$ cat src/common/fsdo_pkg.sv
// shared constants and types of the fail-safe discrete output port
// assumes a single 20 MHz clock and a plain strobe register port
package fsdo_pkg;

    // port geometry
    localparam int unsigned NUM_POINTS  = 4;
    localparam int unsigned ADDR_W      = 8;
    localparam int unsigned DATA_W      = 32;

    // register offsets (byte addresses, one word each)
    localparam logic [7:0] OFS_OUT_IMAGE   = 8'h00;
    localparam logic [7:0] OFS_OUT_POINT   = 8'h04;
    localparam logic [7:0] OFS_PAT_STAGE   = 8'h08;
    localparam logic [7:0] OFS_PAT_POINT   = 8'h0c;
    localparam logic [7:0] OFS_KIND_STAGE  = 8'h10;
    localparam logic [7:0] OFS_DELAY_STAGE = 8'h14;
    localparam logic [7:0] OFS_COMMIT      = 8'h18;
    localparam logic [7:0] OFS_STATUS      = 8'h1c;

    // single-point write layout: point number and level
    localparam int unsigned PT_SEL_LSB = 0;
    localparam int unsigned PT_LVL_BIT = 8;

    // status word layout
    localparam int unsigned ST_SAFE_BIT  = 0;
    localparam int unsigned ST_LOST_BIT  = 1;
    localparam int unsigned ST_KIND_LSB  = 8;
    localparam int unsigned ST_DELAY_LSB = 16;
    localparam int unsigned ST_PAT_LSB   = 24;

    // fail-safe kind encodings
    localparam logic [7:0] KIND_ALL_OFF = 8'h01;
    localparam logic [7:0] KIND_PATTERN = 8'h02;
    localparam logic [7:0] KIND_HOLD    = 8'h03;

    // values after reset
    localparam logic [7:0] RST_KIND    = 8'h01;
    localparam logic [7:0] RST_DELAY   = 8'h00;
    localparam logic [3:0] RST_PATTERN = 4'h0;
    localparam logic [3:0] RST_IMAGE   = 4'h0;

    // timing: one delay unit is a tenth of a second
    localparam longint unsigned CLK_PERIOD_NS = 50;
    localparam longint unsigned TENTH_NS      = 100_000_000;
    localparam int unsigned     TENTH_CYCLES  = int'(TENTH_NS / CLK_PERIOD_NS);
    localparam int unsigned     TENTH_CNT_W   = 21;
    // host silence that counts as loss of communication, in tenths
    localparam logic [7:0]      WDOG_TENTHS   = 8'h05;

    // register port request
    typedef struct packed {
        logic [ADDR_W-1:0] addr;
        logic [DATA_W-1:0] wdata;
        logic              wr;
        logic              rd;
    } fsdo_req_t;

    // active fail-safe configuration
    typedef struct packed {
        logic [7:0] kind;
        logic [7:0] delay;
        logic [3:0] pattern;
    } fsdo_cfg_t;

    // link supervision states, gray along normal -> lost -> safe
    typedef enum logic [1:0] {
        ST_NORMAL = 2'b00,
        ST_LOST   = 2'b01,
        ST_SAFE   = 2'b11
    } fsdo_state_t;

endpackage

$ cat src/hdl/fsdo_tick_div.sv
// tenth-second enable divider, restartable
// assumes clr is from logic on the same clock
`timescale 1ns/1ps
module fsdo_tick_div #(
    parameter int unsigned CYCLES = 2_000_000,
    parameter int unsigned CNT_W  = 21
) (
    input  wire logic clk,
    input  wire logic rstn,
    input  wire logic clr,
    output logic      tick
);
    logic [CNT_W-1:0] cnt_reg;
    wire              wrap = (cnt_reg == CNT_W'(CYCLES - 1));

    // one-cycle pulse every CYCLES clocks, phase restarted by clr
    always_ff @(posedge clk or negedge rstn) begin
        if (!rstn) begin
            cnt_reg <= '0;
        end else if (clr || wrap) begin
            cnt_reg <= '0;
        end else begin
            cnt_reg <= cnt_reg + 1'b1;
        end
    end

    assign tick = wrap && !clr;
endmodule // fsdo_tick_div

$ cat src/hdl/fsdo_tenth_timer.sv
// saturating counter of tenth ticks compared to a limit
// assumes tick and clr come from the same clock domain
`timescale 1ns/1ps
module fsdo_tenth_timer (
    input  wire logic       clk,
    input  wire logic       rstn,
    input  wire logic       clr,
    input  wire logic       tick,
    input  wire logic [7:0] limit,
    output logic            done
);
    logic [7:0] cnt_reg;

    // count ticks while not cleared, stop at the top
    always_ff @(posedge clk or negedge rstn) begin
        if (!rstn) begin
            cnt_reg <= '0;
        end else if (clr) begin
            cnt_reg <= '0;
        end else if (tick && cnt_reg != 8'hff) begin
            cnt_reg <= cnt_reg + 8'h01;
        end
    end

    // limit zero is reached at once
    assign done = (cnt_reg >= limit);
endmodule // fsdo_tenth_timer

$ cat src/hdl/fsdo_port.sv
// four-point discrete output port with host watchdog and fail-safe
// assumes a plain strobe register port from logic on clk; host traffic
// on that port is the only sign that the host is alive
`timescale 1ns/1ps

module fsdo_port #(
    parameter int unsigned TENTH_CYCLES = fsdo_pkg::TENTH_CYCLES
) (
    input  wire logic                        clk,
    input  wire logic                        rstn,
    input  wire fsdo_pkg::fsdo_req_t         host_req,
    output logic [fsdo_pkg::DATA_W-1:0]      rd_data,
    output logic [fsdo_pkg::NUM_POINTS-1:0]  point_out,
    output logic                             failsafe_active,
    output logic                             comm_lost
);
    import fsdo_pkg::*;

    // register state
    logic [3:0]              image_reg;
    logic [3:0]              stg_pattern_reg;
    logic [7:0]              stg_kind_reg;
    logic [7:0]              stg_delay_reg;
    logic                    commit_reg;
    fsdo_cfg_t               act_cfg_reg;
    fsdo_state_t             state_reg;
    fsdo_state_t             state_next;
    logic [3:0]              point_out_reg;
    logic [3:0]              point_out_next;
    logic                    comm_lost_reg;
    logic                    failsafe_reg;
    logic [DATA_W-1:0]       rd_data_reg;

    // address decode
    wire       traffic     = host_req.wr || host_req.rd;
    wire       wr_image    = host_req.wr && host_req.addr == OFS_OUT_IMAGE;
    wire       wr_out_pt   = host_req.wr && host_req.addr == OFS_OUT_POINT;
    wire       wr_pat      = host_req.wr && host_req.addr == OFS_PAT_STAGE;
    wire       wr_pat_pt   = host_req.wr && host_req.addr == OFS_PAT_POINT;
    wire       wr_kind     = host_req.wr && host_req.addr == OFS_KIND_STAGE;
    wire       wr_delay    = host_req.wr && host_req.addr == OFS_DELAY_STAGE;
    wire       wr_commit   = host_req.wr && host_req.addr == OFS_COMMIT && host_req.wdata[0];
    wire [1:0] pt_sel      = host_req.wdata[PT_SEL_LSB +: 2];
    wire       pt_lvl      = host_req.wdata[PT_LVL_BIT];
    wire [3:0] pt_mask     = 4'h1 << pt_sel;

    // next values of the image and staged pattern
    wire [3:0] image_wr_val = wr_image ? host_req.wdata[3:0]
                            : (image_reg & ~pt_mask) | (pt_lvl ? pt_mask : 4'h0);
    wire [3:0] pat_wr_val   = wr_pat ? host_req.wdata[3:0]
                            : (stg_pattern_reg & ~pt_mask) | (pt_lvl ? pt_mask : 4'h0);

    // output image, written whole or one point at a time
    always_ff @(posedge clk or negedge rstn) begin
        if (!rstn) begin
            image_reg <= RST_IMAGE;
        end else if (wr_image || wr_out_pt) begin
            image_reg <= image_wr_val;
        end
    end

    // staged fail-safe settings, no effect until committed
    always_ff @(posedge clk or negedge rstn) begin
        if (!rstn) begin
            stg_pattern_reg <= RST_PATTERN;
            stg_kind_reg    <= RST_KIND;
            stg_delay_reg   <= RST_DELAY;
        end else begin
            if (wr_pat || wr_pat_pt) begin
                stg_pattern_reg <= pat_wr_val;
            end
            if (wr_kind) begin
                stg_kind_reg <= host_req.wdata[7:0];
            end
            if (wr_delay) begin
                stg_delay_reg <= host_req.wdata[7:0];
            end
        end
    end

    // commit strobe: set by a write, cleared by the transfer it causes
    always_ff @(posedge clk or negedge rstn) begin
        if (!rstn) begin
            commit_reg <= 1'b0;
        end else if (wr_commit) begin
            commit_reg <= 1'b1; // a new commit wins over the clear
        end else if (commit_reg) begin
            commit_reg <= 1'b0;
        end
    end

    // active configuration taken only from the staged copy on commit
    always_ff @(posedge clk or negedge rstn) begin
        if (!rstn) begin
            act_cfg_reg <= '{kind: RST_KIND, delay: RST_DELAY, pattern: RST_PATTERN};
        end else if (commit_reg) begin
            act_cfg_reg <= '{kind: stg_kind_reg, delay: stg_delay_reg, pattern: stg_pattern_reg};
        end
    end

    // tenth-second timebase, phase restarted by every host access
    logic tenth_tick;
    fsdo_tick_div #(
        .CYCLES (TENTH_CYCLES),
        .CNT_W  (TENTH_CNT_W)
    ) u_tick (
        .clk  (clk),
        .rstn (rstn),
        .clr  (traffic),
        .tick (tenth_tick)
    );

    // host silence watchdog
    logic wdog_done;
    fsdo_tenth_timer u_wdog (
        .clk   (clk),
        .rstn  (rstn),
        .clr   (traffic),
        .tick  (tenth_tick),
        .limit (WDOG_TENTHS),
        .done  (wdog_done)
    );

    // fail-safe entry delay, counts only while waiting after loss
    logic dly_done;
    fsdo_tenth_timer u_delay (
        .clk   (clk),
        .rstn  (rstn),
        .clr   (state_reg != ST_LOST),
        .tick  (tenth_tick),
        .limit (act_cfg_reg.delay),
        .done  (dly_done)
    );

    // loss is seen only while no access is under way
    wire lost_live = wdog_done && !traffic;

    // supervision state machine
    always_comb begin
        state_next = state_reg;
        case (state_reg)
            ST_NORMAL: begin
                if (lost_live) begin
                    state_next = (act_cfg_reg.delay == 8'h00) ? ST_SAFE : ST_LOST;
                end
            end
            ST_LOST: begin
                if (traffic) begin
                    state_next = ST_NORMAL;
                end else if (dly_done) begin
                    state_next = ST_SAFE;
                end
            end
            ST_SAFE: begin
                if (traffic) begin
                    state_next = ST_NORMAL;
                end
            end
            default: begin
                state_next = ST_NORMAL;
            end
        endcase
    end

    always_ff @(posedge clk or negedge rstn) begin
        if (!rstn) begin
            state_reg <= ST_NORMAL;
        end else begin
            state_reg <= state_next;
        end
    end

    // output selection: fail-safe drive when the next state is safe, image otherwise
    wire       fs_live  = (state_next == ST_SAFE);
    wire       kind_pat = (act_cfg_reg.kind == KIND_PATTERN);
    wire       kind_hld = (act_cfg_reg.kind == KIND_HOLD);
    wire [3:0] fs_drive = kind_pat ? act_cfg_reg.pattern
                        : kind_hld ? point_out_reg
                        : 4'h0;                           // kind 1 and unknown kinds: all off
    assign point_out_next = fs_live ? fs_drive : image_reg;

    // registered outputs
    always_ff @(posedge clk or negedge rstn) begin
        if (!rstn) begin
            point_out_reg <= RST_IMAGE;
            comm_lost_reg <= 1'b0;
            failsafe_reg  <= 1'b0;
        end else begin
            point_out_reg <= point_out_next;
            comm_lost_reg <= lost_live;
            failsafe_reg  <= fs_live;
        end
    end

    // read mux; unused upper bits are zero
    wire [DATA_W-1:0] status_word = {4'h0, act_cfg_reg.pattern, act_cfg_reg.delay, act_cfg_reg.kind,
                                     6'h00, comm_lost_reg, (state_reg == ST_SAFE)};
    wire [DATA_W-1:0] rd_mux =
        (host_req.addr == OFS_OUT_IMAGE)   ? {28'h0000000, image_reg} :
        (host_req.addr == OFS_PAT_STAGE)   ? {28'h0000000, stg_pattern_reg} :
        (host_req.addr == OFS_KIND_STAGE)  ? {24'h000000, stg_kind_reg} :
        (host_req.addr == OFS_DELAY_STAGE) ? {24'h000000, stg_delay_reg} :
        (host_req.addr == OFS_COMMIT)      ? {31'h00000000, commit_reg} :
        (host_req.addr == OFS_STATUS)      ? status_word :
        32'h00000000;

    // read data stands only in the cycle after the read strobe
    always_ff @(posedge clk or negedge rstn) begin
        if (!rstn) begin
            rd_data_reg <= '0;
        end else begin
            rd_data_reg <= host_req.rd ? rd_mux : 32'h00000000;
        end
    end

    assign rd_data         = rd_data_reg;
    assign point_out       = point_out_reg;
    assign failsafe_active = failsafe_reg;
    assign comm_lost       = comm_lost_reg;
endmodule // fsdo_port

$ cat config.mk
export PLATFORM = sky130hd
export DESIGN_NAME = fsdo_port
export DESIGN_NICKNAME = d
export VERILOG_FILES = /design/src/common/fsdo_pkg.sv /design/src/hdl/fsdo_tick_div.sv /design/src/hdl/fsdo_tenth_timer.sv /design/src/hdl/fsdo_port.sv
export SDC_FILE = /design/constraint.sdc
export NUM_CORES = 1
export LEC_CHECK = 0
export BUFFER_PORTS_ARGS = -buffer_cell sky130_fd_sc_hd__clkbuf_2
export CORE_ASPECT_RATIO = 1.75
export CORE_UTILIZATION = 25
export CTS_BUF_LIST = sky130_fd_sc_hd__clkbuf_2 sky130_fd_sc_hd__clkbuf_4 sky130_fd_sc_hd__clkbuf_8
export DETAILED_ROUTE_END_ITERATION = 6
export PLACE_DENSITY_LB_ADDON = 0.05
export REMOVE_ABC_BUFFERS = 1
export SYNTH_ARGS = -nofsm -noshare
export SYNTH_HDL_FRONTEND = slang
export SYNTH_HIERARCHICAL = 1
export SYNTH_SLANG_ARGS = --single-unit
$ cat constraint.sdc
create_clock -name clk -period 3.5 [get_ports clk]
set_input_delay 0.35 -clock clk [delete_from_list [all_inputs] [get_ports clk]]
set_output_delay 0.35 -clock clk [all_outputs]
set_load 0.01 [all_outputs]
; Yosys cells after proc, flatten, opt, wreduce, memory -nomap -nowiden
; Index checks and enable logic that the tools add are counted.
[word_totals]
input_bits = 44
register_bits = 118
[classes]
muxes = 25
n_eq_ne = 17
shifts = 1
add_sub_neg = 3
order_cmp = 2
n_bitwise = 5
reduce_logical = 22
[ops]
columns = operator, n
row1 = 2-to-1 mux 28 bit, 7
row2 = "== test 8 x 5 -> 1 bit, second input constant", 4
row3 = 2-to-1 mux 8 bit, 4
row4 = 2-to-1 mux 4 bit, 6
row5 = "adder 21 x 1 -> 21 bit, second input constant", 1
row6 = "== test 21 bit, second input constant", 1
row7 = 2-to-1 mux 21 bit, 1
row8 = "adder 8 x 1 -> 8 bit, second input constant", 2
row9 = "== test 8 x 2 -> 1 bit, second input constant", 2
row10 = "== test 8 x 4 -> 1 bit, second input constant", 2
row11 = logical NOT 8 bit, 2
row12 = "!= test 8 bit, second input constant", 2
row13 = logical AND 1 bit, 12
row14 = 2-to-1 mux 2 bit, 5
row15 = AND 4 bit, 2
row16 = "== test 8 x 3 -> 1 bit, second input constant", 1
row17 = ">= comparator 8 x 3 -> 1 bit, second input constant", 1
row18 = >= comparator 8 bit, 1
row19 = bitwise OR 4 bit, 2
row20 = one-hot mux 2 bit (3 select lines), 1
row21 = "== test 2 bit, second input constant", 2
row22 = logical OR 1 bit, 4
row23 = inverter 4 bit, 1
row24 = nonzero test 2 bit, 2
row25 = other kinds (7), 7

; Depth between registers and ports, before layout
; Gate-level depths: netlist (run 1).
[depth]
depth_word = 8
depth_mapped = 9
mapped_depth_nobuf = 9

; Cells and area by module
; Netlist (run 1), hierarchy kept.
[by_module_without_submodules]
columns = module, cells_per_inst, n_inst, area_each_um2, seq_area_each_um2
row1 = fsdo_port, 291, 1, 3564.7, 2029.4
row2 = fsdo_tenth_timer, 70, 2, 650.6, 200.2
row3 = fsdo_tick_div, 106, 1, 1088.5, 525.5

; Worst setup path after synthesis (run 1)
; OpenSTA, ideal clock, no wires.
[synth_path]
path_kind = register to register
from = register u_tick.cnt_reg[0]
to = register u_delay.cnt_reg[3]
setup_slack_ns = 0.894
path_buffers = 0
t_arrival_ns = 2.481
path_stages_with_launch = 8
setup_ns = 0.125
period_less_slack_ns = 2.606
path_cell_list = dfrtp_1 > ha_1 > and4_4 > nand4_1 > nor3_1 > nand4_1 > a21oi_2 > mux2_4
[synth_between]
elab_chain_cells = 4
[synth_rtl]
columns = item, line
row1 = "start, declared", fsdo_tick_div.sv:13  ; logic [CNT_W-1:0] cnt_reg;
row2 = "start signal, assigned", fsdo_tick_div.sv:23  ; cnt_reg <= cnt_reg + 1'b1;
row3 = == test 21 bit, fsdo_tick_div.sv:14  ; wire wrap = (cnt_reg == CNT_W'(CYCLES - 1));
row4 = logical AND 1 bit, fsdo_tick_div.sv:27  ; assign tick = wrap && !clr;
row5 = named net tenth_tick, fsdo_port.sv:102  ; logic tenth_tick;
row6 = logical AND 1 bit, fsdo_tenth_timer.sv:20  ; end else if (tick && cnt_reg != 8'hff) begin
row7 = nonzero test 2 bit (no line), n/a
row8 = "end signal, assigned", fsdo_tenth_timer.sv:21  ; cnt_reg <= cnt_reg + 8'h01;
row9 = "end, declared", fsdo_tenth_timer.sv:12  ; logic [7:0] cnt_reg;
; The timed path passes the listed nets, and every way through them passes these cells.
; A chain may end at the register's enable or synchronous reset.

; Worst setup path in the final report (run 1)
[layout_path]
from = register u_wdog.cnt_reg[6]
to = register point_out_reg[1], in the netlist point_out[1]
[layout_between]
elab_chain_cells = 6
elab_cells_between_ends = 7
classes_between = 1 x order compare / 2 x eq/ne / 3 x mux / 1 x reduce/logical
[layout_rtl]
columns = item, line
row1 = "start, declared", fsdo_tenth_timer.sv:12
row2 = "start signal, assigned", fsdo_tenth_timer.sv:21
row3 = >= comparator 8 x 3 -> 1 bit (*), fsdo_tenth_timer.sv:26  ; assign done = (cnt_reg >= limit);
row4 = named net wdog_done, fsdo_port.sv:114  ; logic wdog_done;
row5 = logical AND 1 bit (*), fsdo_port.sv:136  ; wire lost_live = wdog_done && !traffic;
row6 = 2-to-1 mux 2 bit (*), fsdo_port.sv:143  ; if (lost_live) begin
row7 = one-hot mux 2 bit (3 select lines) (*), fsdo_port.sv:141  ; case (state_reg)
row8 = named net state_next[0], fsdo_port.sv:27  ; fsdo_state_t state_next;
row9 = == test 2 bit (*), fsdo_port.sv:174  ; wire fs_live = (state_next == ST_SAFE);
row10 = != test 3 bit (no line) or 2-to-1 mux 4 bit (tied branches), n/a
row11 = "end signal, assigned", fsdo_port.sv:189  ; point_out_reg <= point_out_next;
row12 = "end, declared", fsdo_port.sv:28  ; logic [3:0] point_out_reg;
; The timed path passes the listed nets; every way through them passes the cells marked *.

==> impl_metrics.csv, run 1 <==
group,metric,value,unit
layout,nNetsFinal,668,
critical_path,r2r_cells,8,
yosys,synth.distinct_cells,72,
yosys,synth.area.mux_share,12.1,%
yosys,synth_edf_count,0,
timing,slew_headroom,37.9,%
placed_design,place_hpwl,11600,µm
yosys,yosys-top-cells-area,"dfrtp_1, mux2_2, ha_1",
timing,fin_ws,0.971,ns
yosys,yosys.area.top_type_share,48.7,%
timing,rsz0062_at_grt,"no",
layout,layout_commonest_cell,"dfrtp_1",
timing,drv_slew,0,
critical_path,crit_slowest_cell,"dfrtp_1",
timing,final.setup.tns,0,ns
timing,finClkSkew,0.0117,ns
die,rows,74,
pwr,ir_worst_vdd,0.238,mV
die,die-area,24500,µm²
route,antenna_left,0,
yosys,async_flop_share,100,%
layout,antenna_cells,0,
clock_network,clk_pin_slew,0.08,ns
yosys,synth_seq_cells,118,
clock_network,cts_root_buffer,"clkbuf_8",
yosys,synth_xor_xnor_area_share,1.47,%
timing,holdWs,0.0319,ns
clock_network,hold_buffers,0,
layout,seq_area,2960,µm²
critical_path,crit_start,"u_wdog/cnt_reg[6]",
yosys,synth-simple-area-share,19.3,%
route,routed-via-count,4317,
pwr,p_per_area,398,nW/µm²
timing,setup_viol,0,
yosys,synth_top_area_cell,"dfrtp_1",
yosys,ys.flop_type,"dfrtp_1",
critical_path,r2r_setup_slack,0.97,ns
placed_design,portBuffers,54,
die,initial_core_util,25.5,%
timing,max_freq,0.395,GHz
clock_network,cts_resized,0,
layout,multi_input_area,2810,µm²
yosys,synth_compound_area_share,9.56,%
placed_design,dpl_worst_slack,0.890,ns
route,drt_drc_violations_left,0,
clock_network,cts_setup_buffers,0,
layout,nFillCells,2504,
die,dieWidth,119,µm
critical_path,cp-end-kind,"flop",
critical_path,timing.rr.end,"point_out[1]",
min_path,worstHoldPathType,"in -> async",
critical_path,cp.required,3.82,ns
die,core-area,23300,µm²
clock_network,cts_tree,"built",
global_routing,antenna_found_initial,0,
die,ioPinCount,82,
layout,drive_gt1_share,27.5,%
route,wl_per_cell,16.8,µm
timing,hold_violations,0,
die,die_h,206,µm
layout,stdcell_area,6970,µm²
route,drt_iter0_drc,120,
outcome,status,"finished, final reports clean",
global_routing,grt_max_degree,71,
timing,period_share,72.3,%
placed_design,placed_cell_area,6580,µm²
yosys,synth_sequential_area_ratio,49.6,%
yosys,syn_inst,537,
layout,layout_common_cells,"dfrtp_1, clkbuf_2, mux2_2",
global_routing,grt_util_all_layers,13.7,%
critical_path,cp_cell_sequence,"ha_1, and3_1, o2111ai_1, o21ai_0, nand2b_1, a21oi_1, o211ai_2, mux2_2",
critical_path,cpPeakStageDelay,0.48,ns
critical_path,arrival,2.85,ns
yosys,ys_warn_count,6,
run,max-cap-violations,0,
global_routing,grt_pass1_vias,4667,
layout,largest_reg_flops,28,
clock_network,cts_num_sinks,118,
yosys,synth_area,5950,µm²
layout,synthToLayoutAreaGrowth,17.1,%
clock_network,cts_made_buffers,17,
clock_network,cts_buffer_depth,2,
clock_network,clkLatencyLatePin,0.45,ns
global_routing,overflow,0,
pwr,total_leakage_power,3.17,nW
critical_path,critPathKind,"reg -> reg",
route,wl,15500,µm
timing,worst_pin_slew,0.932,ns
yosys,synth_top_family_by_area,"simple AND/OR/NAND/NOR gates",
placed_design,place_congestion,0.746,
timing,finalCriticalPeriod,2.53,ns
critical_path,r2r-start,"u_wdog/cnt_reg[6]",
yosys,synthAdderAreaFrac,3.99,%
route,drtPass1Iterations,4,
critical_path,crit_fanout,8,
route,viasPerCell,4.68,
yosys,synth.avg_cell_area,11.1,µm²
global_routing,grt_pass1_wl,25400,µm
clock_network,cts_max_level,4,
critical_path,startpoint_type,"flop",
==> worst max path at each step <==
stage                         end  slack [ns]  cells after the start
5_1_grt              point_out[1]        0.77                      8
6_report             point_out[1]        0.97                      8
4_1_cts              point_out[1]        0.87                      8
3_5_place_dp         point_out[1]        0.89                      8
2_1_floorplan  u_delay/cnt_reg[3]        0.89                      7
3_3_place_gp         point_out[3]        0.99                      8
==> synthesized netlist by cell type, types with 3 or more instances <==
library cell	n
nand2_1	14
nand4_1	9
and4_1	3
and2_1	23
nor2_1	42
and3_1	7
nor4b_1	4
mux2i_1	14
a21oi_2	3
mux2_2	45
buf_2	5
or3_1	5
xor2_1	5
ha_1	19
mux2_4	4
o31ai_1	5
dfrtp_1	116
a211oi_1	7
a21oi_1	18
a31oi_1	8
nor3_1	19
nand2b_1	12
a21o_1	4
or4_1	4
xnor2_1	5
and4_4	4
buf_4	6
nor2b_1	4
clkbuf_1	10
o21ai_0	10
nand3_1	18
a2111oi_0	3
nor4_1	4
inv_1	28
==> routing by layer <==
| layer | global-route usage, % | wire, µm | vias up |
|---|---|---|---|
| li1 | - | - | 2062 |
| met1 | 13.7 | 5700 | 2152 |
| met2 | 27.2 | 9100 | 83 |
| met3 | 2.90 | 418 | 20 |
| met4 | 5.47 | 306 | 0 |
| met5 | 0 | 0 | - |
==> stage by stage <==
step                      util, %  power (W)  instances
after global routing         29.9    0.00291        922
after global placement       28.2    0.00157        890
after detailed placement     28.2    0.00157        890
after floorplan                 -    0.00148        524
final                        29.9    0.00278        922
after CTS                    29.9    0.00284        922
==> report_power, final <==
group | internal, W | total [W] | switching, W
clock | 0.000600 | 0.00124 | 0.000638
combinational | 0.0000473 | 0.000142 | 0.0000949
sequential | 0.00138 | 0.00140 | 0.0000167
==> critical path: cells and delay by family, from the launching register on <==
kind	cells	cell delay, ns
multiplexers	1	0.35
AO/OA/AOI/OAI	4	0.98
AND/OR/NAND/NOR	2	0.27
flip-flops	1	0.48
adder cells (fa/ha/maj)	1	0.33
==> logic make-up (layout without fill, tap and decap cells) <==
| family | Yosys count | in the layout |
|---|---|---|
| flops | 118 | 118 |
| compound gates | 80 | 80 |
| simple gates | 193 | 193 |
| buf+inv | 51 | 122 |
| other cells | 2 | 12 |
| fa+ha+maj | 19 | 19 |
| mux | 64 | 64 |
| xor+xnor | 10 | 10 |
==> cell type report <==
class,count,share of cell area (%)
Sequential cell,118,42.4
Multi-Input combinational cell,378,40.3
Tap cell,304,5.45
Timing Repair Buffer,62,4.77
Clock buffer,18,3.55
Clock inverter,14,2.06
Inverter,28,1.51
(Power assumes the default switching activity.)
==> run 2, diff against run 1 <==
==> constraint.sdc (replaced) <==
create_clock -name clk -period 2.35 [get_ports clk]
set_input_delay 0.235 -clock clk [delete_from_list [all_inputs] [get_ports clk]]
set_output_delay 0.235 -clock clk [all_outputs]
set_load 0.01 [all_outputs]
==> run 2 against run 1 <==
  * Register-to-register slack got worse by 0.85 ns
  * Sequential share of layout area fell by 2.2 points
  * Sequential power increased by 49%
  * Non-clock buffer count is 45 higher
  * Cell count increased by 4.9%
  * Worst hold slack improved by 0.0056 ns
  * Critical path type unchanged
  * Largest cell class unchanged
==> impl_metrics.csv, run 2 (synthesized netlist as in run 1, its figures left out) <==
group,metric,value,unit
timing,finalCriticalPeriod,2.22,ns
global_routing,overflow,0,
clock_network,cts_root_buffer,"clkbuf_8",
min_path,worstHoldPathType,"in -> reg",
timing,holdWs,0.0375,ns
placed_design,dpl_worst_slack,-0.00801,ns
timing,finClkSkew,0.0156,ns
clock_network,cts_buffer_depth,2,
outcome,status,"finished, final reports clean",
layout,drive_gt1_share,33.0,%
pwr,ir_worst_vdd,0.369,mV
critical_path,cp-end-kind,"flop",
die,rows,74,
route,drt-met1-wl,5880,µm
die,core-area,23300,µm²
route,wl_per_cell,16.4,µm
die,die-area,24500,µm²
die,initial_core_util,25.5,%
critical_path,r2r-start,"u_wdog/cnt_reg[7]",
layout,synthToLayoutAreaGrowth,23.6,%
clock_network,clkLatencyLatePin,0.45,ns
route,drt_drc_violations_left,0,
timing,slew_headroom,56.9,%
placed_design,place_hpwl,11800,µm
timing,period_share,94.7,%
route,met3_length,363,µm
route,wl,15800,µm
global_routing,antenna_found_initial,0,
route,drt_iter0_drc,154,
die,die_h,206,µm
run,max-cap-violations,0,
clock_network,cts_made_buffers,17,
route,routed-via-count,4361,
clock_network,clk_pin_slew,0.08,ns
layout,nFillCells,2435,
critical_path,timing.rr.end,"point_out[1]",
critical_path,crit_start,"u_wdog/cnt_reg[7]",
critical_path,startpoint_type,"flop",
pwr,total_leakage_power,3.41,nW
layout,largest_reg_flops,28,
global_routing,grt_pass1_wl,25100,µm
timing,setup_viol,0,
timing,worst_pin_slew,0.630,ns
timing,hold_violations,0,
route,viasPerCell,4.51,
die,ioPinCount,82,
critical_path,r2r_setup_slack,0.13,ns
global_routing,grt_pass1_vias,4715,
layout,nNetsFinal,713,
timing,max_freq,0.450,GHz
global_routing,grt_max_degree,48,
clock_network,cts_tree,"built",
layout,layout_common_cells,"dfrtp_1, clkbuf_2, buf_4",
timing,fin_ws,0.126,ns
layout,layout_commonest_cell,"dfrtp_1",
route,antenna_left,0,
critical_path,crit_fanout,6,
global_routing,grt_util_all_layers,13.7,%
route,maxUsedRoutingLayer,"met4",
route,drtPass1Iterations,4,
die,dieWidth,119,µm
critical_path,arrival,2.55,ns
critical_path,cp-endpoint,"point_out[1]",
critical_path,critPathKind,"reg -> reg",
placed_design,place_congestion,0.759,
route,wl_met2,9180,µm
pwr,p_per_area,563,nW/µm²
placed_design,portBuffers,54,
critical_path,cp.required,2.68,ns
clock_network,cts_max_level,4,
layout,antenna_cells,0,
critical_path,r2r_cells,10,
clock_network,cts_num_sinks,118,
timing,drv_slew,0,
## run 2: worst max-delay path: stages (launching register included)
cell       delay [ns]
dfrtp_1          0.38
ha_1             0.32
and3_4           0.20
o2111ai_1        0.11
o21ai_1          0.18
buf_4            0.15
nand2b_1         0.07
a21oi_2          0.17
o211ai_2         0.10
buf_4            0.17
mux2_2           0.27
## run 2: report_power, final
group	total (W)	switching, W	internal (W)
Combinational	0.000228	0.000145	0.0000827
Sequential	0.00208	0.0000247	0.00206
Clock	0.00183	0.000916	0.000919
Total	0.00414	0.00109	0.00306
## run 2: worst min path at each step
stage | startpoint | endpoint | cells past startpoint
after CTS | host_req[7] | stg_delay_reg[5] | 2
final | host_req[7] | stg_delay_reg[5] | 2
after global placement | rstn | u_tick/cnt_reg[1] | 1
after floorplan | rstn | async pin | 0
after global routing | host_req[8] | stg_delay_reg[6] | 2
after detailed placement | rstn | u_tick/cnt_reg[1] | 1
## run 2: metrics by stage
stage	cell area [µm²]	util [%]	cells	TNS [ns]	total power [W]
after floorplan	5870	-	524	-1.52	0.00220
after global placement	6890	29.5	928	-0.0683	0.00235
after detailed placement	6890	29.5	928	-0.0258	0.00235
after CTS	7300	31.3	963	0	0.00424
after global routing	7360	31.5	967	-0.00926	0.00435
final	7360	31.5	967	0	0.00414
## run 2: area by class of cell
| class | instances | area (µm²) | area share [%] |
|---|---|---|---|
| Sequential cell | 118 | 2960 | 40.2 |
| Multi-Input combinational cell | 378 | 2830 | 38.5 |
| Timing Repair Buffer | 107 | 698 | 9.49 |
| Tap cell | 304 | 380 | 5.17 |
| Clock buffer | 20 | 269 | 3.66 |
| Clock inverter | 12 | 116 | 1.58 |
| Inverter | 28 | 105 | 1.43 |
## run 2: timing repair
item / 4_1_cts / 5_1_grt
setup endpoints to repair: 4 / 9
hold buffers: 1 / 0
setup buffers: 2 / 4
pin swaps: 1 / 3
gates resized for setup: 1 / 6
hold endpoints to repair: 25 / 0
## run 2: metal layers
metal  GRT usage [%]  vias up
li1                -     2150
met1            13.2     2121
met2            27.3       66
met3            2.98       24
met4            6.19        0
met5               0        -
